<file path="src/design/motor_regs_pkg.sv">
// shared constants, types and decode helpers for the motor register bank
package motor_regs_pkg;

    // bus geometry
    localparam int ADDR_W = 12;
    localparam int DATA_W = 32;

    // clock: 4 ns period
    localparam int CLK_PERIOD_NS = 4;
    localparam int CLK_HZ        = 1_000_000_000 / CLK_PERIOD_NS;

    // register indices; byte address is four times the index
    localparam logic [7:0] IDX_SHUTDOWN_THR  = 8'h8D;
    localparam logic [7:0] IDX_CTRL_VOLT     = 8'h8F;
    localparam logic [7:0] IDX_POS_PRESET    = 8'h90;
    localparam logic [7:0] IDX_POS_PRESET_HI = 8'h91;
    localparam logic [7:0] IDX_SPEED_CODE    = 8'h92;
    localparam logic [7:0] IDX_RESP_DELAY    = 8'h93;
    localparam logic [7:0] IDX_GROUP_IDENTIFIER      = 8'h94;
    localparam logic [7:0] IDX_GROUP_WRITE_SEQUENCE     = 8'h95;
    localparam logic [7:0] IDX_UNIT_ADDR     = 8'h96;
    localparam logic [7:0] IDX_MOTOR_VARIANT = 8'h97;
    localparam logic [7:0] IDX_SERIAL_NUM    = 8'h98;
    localparam logic [7:0] IDX_CHECKSUM_LO   = 8'h9A;
    localparam logic [7:0] IDX_CHECKSUM_HI   = 8'h9B;
    localparam logic [7:0] IDX_HW_REV        = 8'h9C;
    localparam logic [7:0] IDX_BUS_LIMITS    = 8'h9D;
    localparam logic [7:0] IDX_IO_CAP        = 8'h9E;
    localparam logic [7:0] IDX_BOOT_VER      = 8'h9F;
    localparam logic [7:0] IDX_SCRATCH       = 8'hA0;
    localparam logic [7:0] IDX_OPTIONS       = 8'hA5;
    localparam logic [7:0] IDX_FB_NODE       = 8'hA6;
    localparam logic [7:0] IDX_FB_RATE       = 8'hA7;
    localparam logic [7:0] IDX_MODULE_KIND   = 8'hA8;
    localparam logic [7:0] IDX_ENCODER       = 8'hAA;
    localparam logic [7:0] IDX_ENCODER_HI    = 8'hAB;

    // values after reset, plus the upper limits and the unused code of the settings
    localparam logic [15:0] RST_SHUTDOWN_THR = 16'h06AE;
    localparam logic [2:0]  RST_SPEED_CODE   = 3'h1;
    localparam logic [7:0]  RST_RESP_DELAY   = 8'h0F;
    localparam logic [7:0]  RST_GROUP_IDENTIFIER     = 8'h00;
    localparam logic [7:0]  RST_UNIT_ADDR    = 8'hFE;
    localparam logic [7:0]  MAX_UNIT_ADDR    = 8'hFE;
    localparam logic [6:0]  RST_FB_NODE      = 7'h05;
    localparam logic [3:0]  RST_FB_RATE      = 4'h2;
    localparam logic [3:0]  MAX_FB_RATE      = 4'h8;
    localparam logic [3:0]  UNUSED_FB_RATE   = 4'h1;

    // fast command codes that load the position preset
    localparam logic [7:0] CMD_PRESET_ABS = 8'h17;
    localparam logic [7:0] CMD_PRESET_REL = 8'h18;

    // group-write telegram as handed over by the serial decoder
    typedef struct packed {
        logic       valid;
        logic [7:0] group;
        logic [7:0] seq;
    } telegram_s;

    // position preset order towards the motion core
    typedef struct packed {
        logic        load;
        logic        relative;
        logic [31:0] value;
    } preset_cmd_s;

    // serial speed in baud for each code
    function automatic logic [31:0] baud_of(input logic [2:0] code);
        unique case (code)
            3'h0: return 32'h0000_2580;
            3'h1: return 32'h0000_4B00;
            3'h2: return 32'h0000_9600;
            3'h3: return 32'h0000_E100;
            3'h4: return 32'h0001_C200;
            3'h5: return 32'h0003_8400;
            3'h6: return 32'h0007_0800;
            3'h7: return 32'h000E_1000;
        endcase
    endfunction

    // fieldbus codes 0 and 2..8 are defined, 1 is not
    function automatic logic fb_rate_ok(input logic [3:0] code);
        return (code <= MAX_FB_RATE) && (code != UNUSED_FB_RATE);
    endfunction

endpackage

</file>
<file path="src/design/motor_comm_identity_regs.sv">
// register bank for supply, serial, fieldbus and identity settings of a motor controller
//
// Design decision made here: register access over APB.
`timescale 1ns/1ps
`default_nettype none

module motor_comm_identity_regs
    import motor_regs_pkg::*;
#(
    parameter int          CLK_FREQ       = CLK_HZ,
    parameter logic [7:0]  MOTOR_VARIANT  = 8'hC8,          // arbitrary value
    parameter logic [31:0] SERIAL_NUMBER  = 32'h0000_0001,  // arbitrary value
    parameter logic [15:0] CHECKSUM_LO    = 16'h1234,       // arbitrary value
    parameter logic [15:0] CHECKSUM_HI    = 16'h5678,       // arbitrary value
    parameter logic [15:0] HW_REVISION    = 16'h0010,       // arbitrary value
    parameter logic [15:0] BOOT_VERSION   = 16'h0010,       // arbitrary value
    parameter logic [15:0] BUS_VOLT_LIMIT = 16'h0050,
    parameter logic [15:0] FULL_SCALE_MA  = 16'h1770,
    parameter logic [15:0] IO_MASK        = 16'h00FF,
    parameter logic [15:0] MAX_CURRENT    = 16'h05FC,
    parameter logic [15:0] OPTION_BITS    = 16'h0101
) (
    input  wire logic              pclk,
    input  wire logic              presetn,
    input  wire logic              psel,
    input  wire logic              penable,
    input  wire logic              pwrite,
    input  wire logic [ADDR_W-1:0] paddr,
    input  wire logic [DATA_W-1:0] pwdata,
    output logic      [DATA_W-1:0] prdata,
    output logic                   pready,
    output logic                   pslverr,
    input  wire logic              tx_request,
    output logic                   tx_go,
    output logic      [31:0]       serial_bit_cycles,
    input  wire telegram_s         multicast_write_telegram,
    output logic                   group_hit,
    output logic      [7:0]        unit_address,
    input  wire logic [15:0]       control_supply_input,
    output logic                   supply_shutdown,
    input  wire logic [15:0]       bus_voltage,
    output logic                   bus_overvoltage,
    input  wire logic              fast_command_valid,
    input  wire logic [7:0]        fast_command,
    output preset_cmd_s            position_load,
    output logic      [6:0]        fieldbus_node_id,
    output logic      [3:0]        fieldbus_rate_code,
    input  wire logic [7:0]        attached_module_input,
    input  wire logic              encoder_step,
    input  wire logic              encoder_down,
    output logic      [31:0]       external_encoder_count
);

    typedef enum logic [0:0] {DELAY_IDLE, DELAY_RUN} delay_state_e;

    // stored settings
    logic [15:0]  supply_shutdown_threshold;
    logic [31:0]  position_preset;
    logic [2:0]   serial_speed_code;
    logic [7:0]   response_delay;
    logic [7:0]   group_identifier;
    logic [7:0]   group_write_sequence;
    logic [31:0]  volatile_scratch;
    logic [7:0]   attached_module_kind;
    logic [15:0]  control_voltage_measured;

    // response delay engine
    delay_state_e delay_state;
    delay_state_e next_delay_state;
    logic [31:0]  bit_cnt;
    logic [7:0]   bits_left;

    // bit period in clock cycles for a speed code, folded to constants
    function automatic logic [31:0] cycles_of(input logic [2:0] code);
        unique case (code)
            3'h0: return 32'(CLK_FREQ / baud_of(3'h0));
            3'h1: return 32'(CLK_FREQ / baud_of(3'h1));
            3'h2: return 32'(CLK_FREQ / baud_of(3'h2));
            3'h3: return 32'(CLK_FREQ / baud_of(3'h3));
            3'h4: return 32'(CLK_FREQ / baud_of(3'h4));
            3'h5: return 32'(CLK_FREQ / baud_of(3'h5));
            3'h6: return 32'(CLK_FREQ / baud_of(3'h6));
            3'h7: return 32'(CLK_FREQ / baud_of(3'h7));
        endcase
    endfunction

    // apb decode: word aligned, index in bits 9:2, upper bits must be zero
    wire [7:0] idx       = paddr[9:2];
    wire       addr_ok   = (paddr[1:0] == 2'h0) && (paddr[ADDR_W-1:10] == '0);
    wire       setup     = psel && !penable && !pready;
    wire       wr_fire   = psel && penable && pready && pwrite && addr_ok;
    wire       wr_thr    = wr_fire && (idx == IDX_SHUTDOWN_THR);
    wire       wr_preset = wr_fire && (idx == IDX_POS_PRESET);
    wire       wr_speed  = wr_fire && (idx == IDX_SPEED_CODE);
    wire       wr_delay  = wr_fire && (idx == IDX_RESP_DELAY);
    wire       wr_group  = wr_fire && (idx == IDX_GROUP_IDENTIFIER);
    wire       wr_unit   = wr_fire && (idx == IDX_UNIT_ADDR);
    wire       wr_scr    = wr_fire && (idx == IDX_SCRATCH);
    wire       wr_node   = wr_fire && (idx == IDX_FB_NODE);
    wire       wr_rate   = wr_fire && (idx == IDX_FB_RATE);
    wire       wr_enc    = wr_fire && (idx == IDX_ENCODER);

    // every printed index, reserved words included, is mapped
    wire mapped = addr_ok && ((idx >= IDX_SHUTDOWN_THR && idx <= IDX_SERIAL_NUM)
                  || (idx >= IDX_CHECKSUM_LO && idx <= IDX_SCRATCH)
                  || (idx >= IDX_OPTIONS && idx <= IDX_MODULE_KIND)
                  || idx == IDX_ENCODER || idx == IDX_ENCODER_HI)
                  && idx != 8'h8E;

    // read selection; reserved and gaps read zero
    wire [31:0] rd_word =
        (idx == IDX_SHUTDOWN_THR)  ? {16'h0000, supply_shutdown_threshold} :
        (idx == IDX_CTRL_VOLT)     ? {16'h0000, control_voltage_measured} :
        (idx == IDX_POS_PRESET)    ? position_preset :
        (idx == IDX_SPEED_CODE)    ? {29'h0, serial_speed_code} :
        (idx == IDX_RESP_DELAY)    ? {24'h0, response_delay} :
        (idx == IDX_GROUP_IDENTIFIER)      ? {24'h0, group_identifier} :
        (idx == IDX_GROUP_WRITE_SEQUENCE)     ? {24'h0, group_write_sequence} :
        (idx == IDX_UNIT_ADDR)     ? {24'h0, unit_address} :
        (idx == IDX_MOTOR_VARIANT) ? {24'h0, MOTOR_VARIANT} :
        (idx == IDX_SERIAL_NUM)    ? SERIAL_NUMBER :
        (idx == IDX_CHECKSUM_LO)   ? {16'h0000, CHECKSUM_LO} :
        (idx == IDX_CHECKSUM_HI)   ? {16'h0000, CHECKSUM_HI} :
        (idx == IDX_HW_REV)        ? {16'h0000, HW_REVISION} :
        (idx == IDX_BUS_LIMITS)    ? {FULL_SCALE_MA, BUS_VOLT_LIMIT} :
        (idx == IDX_IO_CAP)        ? {MAX_CURRENT, IO_MASK} :
        (idx == IDX_BOOT_VER)      ? {16'h0000, BOOT_VERSION} :
        (idx == IDX_SCRATCH)       ? volatile_scratch :
        (idx == IDX_OPTIONS)       ? {16'h0000, OPTION_BITS} :
        (idx == IDX_FB_NODE)       ? {25'h0, fieldbus_node_id} :
        (idx == IDX_FB_RATE)       ? {28'h0, fieldbus_rate_code} :
        (idx == IDX_MODULE_KIND)   ? {24'h0, attached_module_kind} :
        (idx == IDX_ENCODER)       ? external_encoder_count :
        32'h0000_0000;

    // apb answer: one wait-free access phase, data latched in setup
    always_ff @(posedge pclk or negedge presetn) begin
        if (!presetn) begin
            pready  <= 1'b0;
            prdata  <= 32'h0000_0000;
            pslverr <= 1'b0;
        end else begin
            pready  <= setup;
            prdata  <= (setup && addr_ok) ? rd_word : 32'h0000_0000;
            pslverr <= setup && !mapped;
        end
    end

    // supply monitoring settings and sample of the converter result
    always_ff @(posedge pclk or negedge presetn) begin
        if (!presetn) begin
            supply_shutdown_threshold <= RST_SHUTDOWN_THR;
            control_voltage_measured  <= 16'h0000;
        end else begin
            if (wr_thr) begin
                supply_shutdown_threshold <= pwdata[15:0];
            end
            control_voltage_measured <= control_supply_input;
        end
    end

    // shutdown flag compares the latest supply sample, overvoltage flag the live bus voltage
    always_ff @(posedge pclk or negedge presetn) begin
        if (!presetn) begin
            supply_shutdown <= 1'b0;
            bus_overvoltage <= 1'b0;
        end else begin
            supply_shutdown <= control_voltage_measured < supply_shutdown_threshold;
            bus_overvoltage <= bus_voltage > BUS_VOLT_LIMIT;
        end
    end

    // serial port settings; out-of-range unit address writes are dropped
    always_ff @(posedge pclk or negedge presetn) begin
        if (!presetn) begin
            serial_speed_code <= RST_SPEED_CODE;
            response_delay    <= RST_RESP_DELAY;
            group_identifier  <= RST_GROUP_IDENTIFIER;
            unit_address      <= RST_UNIT_ADDR;
        end else begin
            if (wr_speed) begin
                serial_speed_code <= pwdata[2:0];
            end
            if (wr_delay && pwdata[7:0] != 8'h00) begin
                response_delay <= pwdata[7:0];
            end
            if (wr_group) begin
                group_identifier <= pwdata[7:0];
            end
            if (wr_unit && pwdata[7:0] <= MAX_UNIT_ADDR) begin
                unit_address <= pwdata[7:0];
            end
        end
    end

    // bit period follows the speed code one cycle later
    always_ff @(posedge pclk or negedge presetn) begin
        if (!presetn) begin
            serial_bit_cycles <= 32'h0000_0000;
        end else begin
            serial_bit_cycles <= cycles_of(serial_speed_code);
        end
    end

    // group-write telegram: match and remember its sequence number
    always_ff @(posedge pclk or negedge presetn) begin
        if (!presetn) begin
            group_hit            <= 1'b0;
            group_write_sequence <= 8'h00;
        end else begin
            group_hit <= multicast_write_telegram.valid
                         && multicast_write_telegram.group == group_identifier;
            if (multicast_write_telegram.valid) begin
                group_write_sequence <= multicast_write_telegram.seq;
            end
        end
    end

    // response delay: a request made while waiting is absorbed
    always_comb begin
        next_delay_state = delay_state;
        unique case (delay_state)
            DELAY_IDLE: if (tx_request) next_delay_state = DELAY_RUN;
            DELAY_RUN:  if (bits_left == 8'h01 && bit_cnt == 32'h0) next_delay_state = DELAY_IDLE;
        endcase
    end

    // counts whole bit times; speed is taken again at the start of each bit
    always_ff @(posedge pclk or negedge presetn) begin
        if (!presetn) begin
            delay_state <= DELAY_IDLE;
            bit_cnt     <= 32'h0000_0000;
            bits_left   <= 8'h00;
            tx_go       <= 1'b0;
        end else begin
            delay_state <= next_delay_state;
            tx_go       <= 1'b0;
            if (delay_state == DELAY_IDLE) begin
                bits_left <= response_delay;
                bit_cnt   <= serial_bit_cycles - 32'h1;
            end else if (bit_cnt != 32'h0) begin
                bit_cnt <= bit_cnt - 32'h1;
            end else begin
                bit_cnt   <= serial_bit_cycles - 32'h1;
                bits_left <= bits_left - 8'h01;
                tx_go     <= bits_left == 8'h01;
            end
        end
    end

    // position preset and its load order on fast commands
    always_ff @(posedge pclk or negedge presetn) begin
        if (!presetn) begin
            position_preset <= 32'h0000_0000;
            position_load   <= '0;
        end else begin
            if (wr_preset) begin
                position_preset <= pwdata;
            end
            position_load.load     <= fast_command_valid
                                      && (fast_command == CMD_PRESET_ABS
                                      || fast_command == CMD_PRESET_REL);
            position_load.relative <= fast_command == CMD_PRESET_REL;
            position_load.value    <= position_preset;
        end
    end

    // scratch word, fieldbus settings and module kind sample
    always_ff @(posedge pclk or negedge presetn) begin
        if (!presetn) begin
            volatile_scratch     <= 32'h0000_0000;
            fieldbus_node_id     <= RST_FB_NODE;
            fieldbus_rate_code   <= RST_FB_RATE;
            attached_module_kind <= 8'h00;
        end else begin
            if (wr_scr) begin
                volatile_scratch <= pwdata;
            end
            if (wr_node && pwdata[31:7] == '0) begin
                fieldbus_node_id <= pwdata[6:0];
            end
            if (wr_rate && pwdata[31:4] == '0 && fb_rate_ok(pwdata[3:0])) begin
                fieldbus_rate_code <= pwdata[3:0];
            end
            attached_module_kind <= attached_module_input;
        end
    end

    // encoder counter: a write is loaded and a step in that cycle still counts
    wire [31:0] enc_base = wr_enc ? pwdata : external_encoder_count;
    wire [31:0] enc_step = encoder_down ? 32'hFFFF_FFFF : 32'h0000_0001;

    always_ff @(posedge pclk or negedge presetn) begin
        if (!presetn) begin
            external_encoder_count <= 32'h0000_0000;
        end else begin
            external_encoder_count <= encoder_step ? enc_base + enc_step : enc_base;
        end
    end

endmodule

`default_nettype wire

</file>
<file path="config.mk">
export PLATFORM = sky130hd
export DESIGN_NAME = motor_comm_identity_regs
export DESIGN_NICKNAME = d
export VERILOG_FILES = /design/src/design/motor_regs_pkg.sv /design/src/design/motor_comm_identity_regs.sv
export SDC_FILE = /design/constraint.sdc
export NUM_CORES = 1
export LEC_CHECK = 0
export ABC_CLOCK_PERIOD_IN_PS = 4000
export BUFFER_PORTS_ARGS = -buffer_cell sky130_fd_sc_hd__buf_2
export CELL_PAD_IN_SITES_DETAIL_PLACEMENT = 1
export CELL_PAD_IN_SITES_GLOBAL_PLACEMENT = 1
export CORE_AREA = 5 5 203 205
export CTS_BUF_LIST = sky130_fd_sc_hd__clkbuf_16
export DETAILED_ROUTE_END_ITERATION = 12
export DIE_AREA = 0 0 208 210
export PLACE_DENSITY = 0.86
export RECOVER_POWER = 25
export SLEW_MARGIN = 20
export SYNTH_ARGS = -nofsm -noshare
export SYNTH_HDL_FRONTEND = slang
export SYNTH_SLANG_ARGS = --single-unit
</file>
<file path="constraint.sdc">
create_clock -name pclk -period 4 [get_ports pclk]
set_input_delay 0 -clock pclk [delete_from_list [all_inputs] [get_ports pclk]]
set_output_delay 0 -clock pclk [all_outputs]
set_load 0.05 [all_outputs]
</file>
==> results.md, run 1 <==
* Final number of max-transition violations at 109
* Met2 Use GR at 0.457
* Top post-synthesis cells by area: dfrtp_1 47%, mux2_2 12%, ha_1 4.1%, dfstp_2 3.7%, a21oi_1 3.4%
* Hold Slack at 0.0888 ns
* Post-synth EDFFs at 0
* Period minus WS final at 3.91 ns
* Max-Slew Margin vs Limit at -0.987
* Crit Path Max Fanout at 8
* Crit-path max cell delay at 0.52 ns
* Detailed Place HPWL at approximately 40000 µm
* Max_cap viols at 1
* GR Util met1 at 0.298
* # clock sinks at 310
* CP dominant cell by count: o31ai_4
* GPL Wtd Cong at roughly 0.94
* Worst EP arrival at between 4 and 5 ns
* Unrepaired setup endpoints after global routing: yes
* Clock buffer depth at 3
* Final period util at 0.977
* Critical Path Sink Type: register
* WL per Instance at about 24 µm
* Commonest cells in the netlist: 288 x dfrtp_1, 168 x mux2_2, 116 x nor2_1
* Top Family by Delay on Critical Path: compound AO/OA/AOI/OAI gates
* Syn_area_per_cell at 10.9 µm²
* DP Area at 17800 µm²
* Max Clk Rate at 256 MHz
* CORE AREA at 39300 µm²
* CP Class: register to register
* Drt drc at 0
* Worst-path clk slew at ~0.060 ns
* Cell area after synthesis at 15500 µm²
* 1st-pass router iterations at 6
* Syn-to-layout area delta at 30.6%
* Failing checks: max-capacitance violations, max-slew violations
* Post-Place Cells at 2223
* Synth Warn # at 0
* Count leader, synth: dfrtp_1
* # IOs at 273
* Worst Hold Class: input port to register
* Final instance area at 20200 µm²
* H-tree depth at 2
* Busiest grt layer: met2
* Critical path data required time at 4.46 ns
* # diodes at 0
* Die Footprint at 43700 µm²
* Worst skew pair latency at roughly 0.57 ns
* Crit path cell chain: nand4_1 -> nor4_4 -> buf_4 -> clkbuf_16 -> buf_12 -> mux2_4 -> ha_4 -> o211ai_1 -> a32oi_2 -> and3_4 -> o221a_4 -> a21oi_4 -> o31ai_4 -> o31ai_4 -> mux4_2 -> nor4bb_1
* Port-buffer cells at around 260
* Hold Vio Cnt, Final at 0
* Number of DRC violations after detailed-routing iteration 0 at 943
* Ys async rst share at 1.00
* Cell taking the most area after synthesis: dfrtp_1
* Synth Flop Type: dfrtp_1
* VDD IR-drop max at 559 µV
* First-pass GRT wire length at 88400 µm
* DIE HEIGHT at 210 µm
* Starting density of the core at 0.394
* Worst path slowest cell: mux4_2
* Vias per cell at 5.71
* Met3 Usage GRT at 0.0573
* Nets@finish at ~2000
* Fin Clk Skew at 0.0238 ns
* Die span in x at 208 µm
* Crit path buf inv count at 3
* GR Overflow Total at 0
* Status: finished, violations left
* LEAKAGE at 9.23 nW
* CTS Root Cell: clkbuf_16
* Final setup viols at 0
* FF+latch count, synth at 310
* Post-synthesis cell type count at 71
* Post-Syn Instances at 1424
* Final Non-Filler Cells at 2392
* CTS tree: built
* CP startpoint kind: register
* Post-layout util at 0.515
* Area share of the largest cell type after synthesis at 0.466
* Slew @ Worst Pin at between 2 and 3 ns
* Share of post-route cells with drive strength above 1 at 0.330
* Count of standard-cell rows at 73
* Largest net degree at the start of global routing at 110
* Total Routing Usage GR at 0.254
* Num CTS Buffers at 37
* Antenna violations before repair at 1
* Routed WL at 57300 µm
* ANT nets after route at 0
* Pwr per Cell Area at 545 nW/µm²
* Vias in the first global route at around 15000
* Sequential element share of the synthesized area at 0.503
* Routed vias at roughly 14000
==> cell usage in the layout, fill, tap and decap left out, types with 11 or more instances in the layout <==
cell,n
nor4_1,20
nand3_1,26
inv_1,45
ha_1,44
conb_1,17
xor2_1,34
nor2_1,115
nand2_1,97
a21o_1,23
a31oi_1,16
dlygate4sd3_1,90
a221oi_1,25
dfrtp_1,287
a22oi_1,14
dfstp_2,21
clkbuf_16,40
buf_4,87
clkbuf_1,22
a21oi_1,101
nand2b_1,11
buf_2,231
xnor2_1,42
o21ai_0,60
mux2_2,165
nor3_1,29
==> cell families (layout without fill, tap and decap cells) <==
kind of cell             Yosys count  after routing  synth area share
flip-flops                       310            310             0.503
XOR/XNOR                          76             76            0.0430
multiplexers                     177            177             0.129
adder cells (fa/ha/maj)           52             52            0.0425
other                              1             17          0.000242
AO/OA/AOI/OAI                    313            313             0.129
AND/OR/NAND/NOR                  379            379             0.120
buffers and inverters            116            543            0.0327
==> worst register-to-register path: stages (launching register included) <==
cell and delay [ns]:
dfrtp_2 0.37, nand4_1 0.16, nor4_4 0.19, buf_4 0.18
clkbuf_16 0.16, buf_12 0.11, mux2_4 0.31, ha_4 0.22
o211ai_1 0.25, a32oi_2 0.11, and3_4 0.20, o221a_4 0.28
a21oi_4 0.20, o31ai_4 0.09, o31ai_4 0.20, mux4_2 0.52
nor4bb_1 0.26
==> state kept, by name, summed over array words and instances, names as in the netlist, 3 cells and up <==
name / flops
volatile_scratch: 32
bits_left: 8
attached_module_kind: 8
response_delay: 8
serial_bit_cycles: 15
group_identifier: 8
supply_shutdown_threshold: 16
unit_address: 8
group_write_sequence: 8
position_load: 34
serial_speed_code: 3
fieldbus_node_id: 7
external_encoder_count: 32
prdata: 32
control_voltage_measured: 16
position_preset: 32
bit_cnt: 32
fieldbus_rate_code: 4
==> per-stage QoR <==
stage	TNS (ns)	power [W]	setup WS (ns)
after detailed placement	-0.660	0.00727	-0.250
after global routing	-0.243	0.0115	-0.0945
after CTS	0	0.0109	0.0324
after floorplan	-0.0564	0.00602	-0.0564
after global placement	-0.136	0.00710	-0.0779
final	0	0.0110	0.0931
==> repair_timing <==
| action | in CTS | in global routing |
|---|---|---|
| buffers inserted | 0 | 12 |
| setup endpoints to repair | 2 | 4 |
| cloned | 0 | 1 |
| hold buffers | 90 | 0 |
| gates resized for setup | 3 | 29 |
| hold endpoints to repair | 265 | 0 |
| pin swaps | 0 | 4 |
==> final timing paths <==
| check | start | slack [ns] | depth (start not counted) | to |
|---|---|---|---|---|
| setup / recovery | pready | 0.09 | 16 | external_encoder_count[31] |
| hold / removal | control_supply_input[6] | 0.09 | 2 | control_voltage_measured[6] |
| setup reg to reg | pready | 0.09 | 16 | external_encoder_count[31] |
| hold reg to reg | position_preset[15] | 0.40 | 0 | position_load[15] |
| max in group asynchronous | presetn | 1.07 | 2 | pready |
| min in group asynchronous | presetn | 0.91 | 2 | tx_go |
==> area by class of cell <==
cell class                 count  area [µm²]
multi-input combinational   1014        7470
sequential                   310        7790
tap                          525         657
inverter                      39         146
clock buffer                  39         976
clock inverter                27         256
timing repair buffer         438        2920
fill                        4360       19100
==> power by group <==
group | switching [W] | internal (W)
clock | 0.00139 | 0.00208
sequential | 0.000286 | 0.00340
combinational | 0.00231 | 0.00154
total | 0.00398 | 0.00703
==> per-layer routing <==
layer | vias to the layer above | share of wire
met5 | - | 0.00012
met4 | 2 | 0.037
met3 | 145 | 0.064
met2 | 533 | 0.52
met1 | 7013 | 0.38
li1 | 5971 | -
Power figures use the tool's default switching activity.
==> run 2, diff against run 1 <==
CELL_PAD_IN_SITES_DETAIL_PLACEMENT = 0   (was 1)
CELL_PAD_IN_SITES_GLOBAL_PLACEMENT = 2   (was 1)
CORE_AREA = 5 5 223 225   (was 5 5 203 205)
DIE_AREA = 0 0 228 230   (was 0 0 208 210)
SLEW_MARGIN = not set   (was 20)
==> results.md, run 2 (synthesis results as in run 1) <==
* Worst skew pair latency at about 0.56 ns
* Worst Hold Class: input port to register
* R2R Path Start: pready
* FF+latch area at 7790 µm²
* CP Launch Point: pready
* Starting density of the core at 0.327
* Critical path data required time at 4.47 ns
* ANT nets after route at 0
* Final instance area at 20500 µm²
* Flop pwr share at 0.337
* Num CTS Buffers at 39
* Detailed Place HPWL at 37600 µm
* Vias per cell at roughly 5.2
* Worst R2R Path Depth at 15
* CORE AREA at 47300 µm²
* Vias in the first global route at 13200
* H-tree depth at 2
* Clock buffer depth at 3
* Routed WL at between 50000 and 60000 µm
* RR Endpoint: external_encoder_count[31]
* Port-buffer cells at 255
* First-pass GRT wire length at 78500 µm
* Crit path to: external_encoder_count[31]
* Share of post-route cells with drive strength above 1 at 0.344
* Syn-to-layout area delta at 32.3%
* Number of DRC violations after detailed-routing iteration 0 at 685
* Failing checks: max-capacitance violations, max-slew violations
* Sw frac at 0.352
* Cell-internal power at 0.00711 W
* Count of standard-cell rows at 80
* Total Routing Usage GR at 0.190
* WL per Instance at roughly 21 µm
* Worst EP arrival at 4.40 ns
* Max-Slew Margin vs Limit at -1.21
* Largest net degree at the start of global routing at between 100 and 150
* DP Area at 18000 µm²
* Switching pwr at 0.00386 W
* Drt drc at 0
* Antenna violations before repair at 1
* Area taken by multi-input logic gates at 7510 µm²
* Commonest non-fill, non-tap cell in the layout: dfrtp_1
* Hold Vio Cnt, Final at 0
* GPL Wtd Cong at 0.867
* Crit Path Max Fanout at 5
* Logic gate share of total power at 0.340
* Pwr per Cell Area at 536 nW/µm²
* FILL cells at about 4600
* CTS Root Cell: clkbuf_16
* GR Overflow Total at 0
* CP Class: register to register
* Status: finished, violations left
* Post-Place Cells at approximately 2300
* Die Footprint at 52400 µm²
* CTS tree: built
* Die span in x at 228 µm
* 1st-pass router iterations at 5
* Slew @ Worst Pin at 3.31 ns
* Most frequent cells in the layout: 287 x dfrtp_1, 246 x buf_2, 164 x mux2_2
* Final number of max-transition violations at 124
* DIE HEIGHT at 230 µm
* Max FFs per register at 34
* # clock sinks at 310
* Final setup viols at 0
* Clock power frac at 0.323
* Routed vias at 12800
* LEAKAGE at 9.34 nW
* Max_cap viols at 1
* # IOs at 273
* CP startpoint kind: register
* Largest register by flop count: position_load
* Unrepaired setup endpoints after global routing: yes
* Post-layout util at 0.432
* Fin Clk Skew at 0.0261 ns
* Final period util at 0.982
* Period minus WS final at 3.93 ns
* Nets@finish at 2016
* Worst-path clk slew at 0.06 ns
* Final Non-Filler Cells at 2492
* Critical Path Sink Type: register
* VDD IR-drop max at 343 µV
* Worst R2R Setup Slack at 0.07 ns
* Max Clk Rate at 255 MHz
==> run 2: timing repair <==
item	CTS	global route
hold buffers	87	0
endpoints found under the hold margin	277	0
endpoints found under the setup margin	0	4
buffers inserted	0	11
gates resized for setup	0	42
==> run 2: area by class of cell <==
| type | instances | share of cell area |
|---|---|---|
| Timing Repair Buffer | 442 | 0.145 |
| Multi-Input combinational cell | 1014 | 0.367 |
| Clock buffer | 41 | 0.0501 |
| Inverter | 39 | 0.00715 |
| Sequential cell | 310 | 0.380 |
| Clock inverter | 30 | 0.0130 |
| Tap cell | 615 | 0.0376 |
| Antenna cell | 1 | 0.000122 |
==> run 2: power by group through the flow <==
stage	Clock [W]	Combinational [W]	Sequential (W)
after global routing	0.00376	0.00406	0.00372
final	0.00355	0.00373	0.00369
after floorplan	0	0.00182	0.00420
after detailed placement	0	0.00347	0.00374
after global placement	0	0.00343	0.00374
after CTS	0.00364	0.00356	0.00369
==> run 2: worst max-delay path, stage by stage (launching register included) <==
cell and delay (ns):
dfrtp_2 0.37, nand4_1 0.15, nor4_4 0.37, buf_12 0.17
buf_8 0.11, mux2_4 0.32, ha_4 0.24, a211oi_4 0.26
a32oi_2 0.16, and3_4 0.18, o221a_4 0.27, a21oi_4 0.17
o31ai_4 0.08, o31ai_4 0.19, mux4_2 0.52, nor4bb_1 0.26
==> run 2: stage by stage <==
stage	setup TNS [ns]	power (W)	hold slack [ns]	worst slack, ns
CTS	0	0.0109	0.0567	0.0233
floorplan	-0.0564	0.00602	-0.296	-0.0564
global placement	-0.128	0.00716	0.111	-0.0565
global route	-0.124	0.0116	0.0835	-0.0702
detailed placement	-0.405	0.00720	0.110	-0.212
finish	0	0.0110	0.0902	0.0716
==> run 2: worst min path at each step <==
stage	slack, ns	depth (start not counted)	to	from
3_3_place_gp	0.11	1	attached_module_kind[3]	attached_module_input[3]
2_1_floorplan	-0.30	0	attached_module_kind[0]	presetn
3_5_place_dp	0.11	1	control_voltage_measured[11]	control_supply_input[11]
4_1_cts	0.06	2	control_voltage_measured[11]	control_supply_input[11]
6_report	0.09	2	control_voltage_measured[5]	control_supply_input[5]
5_1_grt	0.08	2	attached_module_kind[6]	attached_module_input[6]
==> run 2: routing by layer <==
layer	part of all wire	global-route usage	vias to the layer above
met5	0	0	-
met4	0.028	0.0613	0
met3	0.050	0.0360	85
met2	0.49	0.324	331
met1	0.43	0.245	6435
li1	-	-	5996
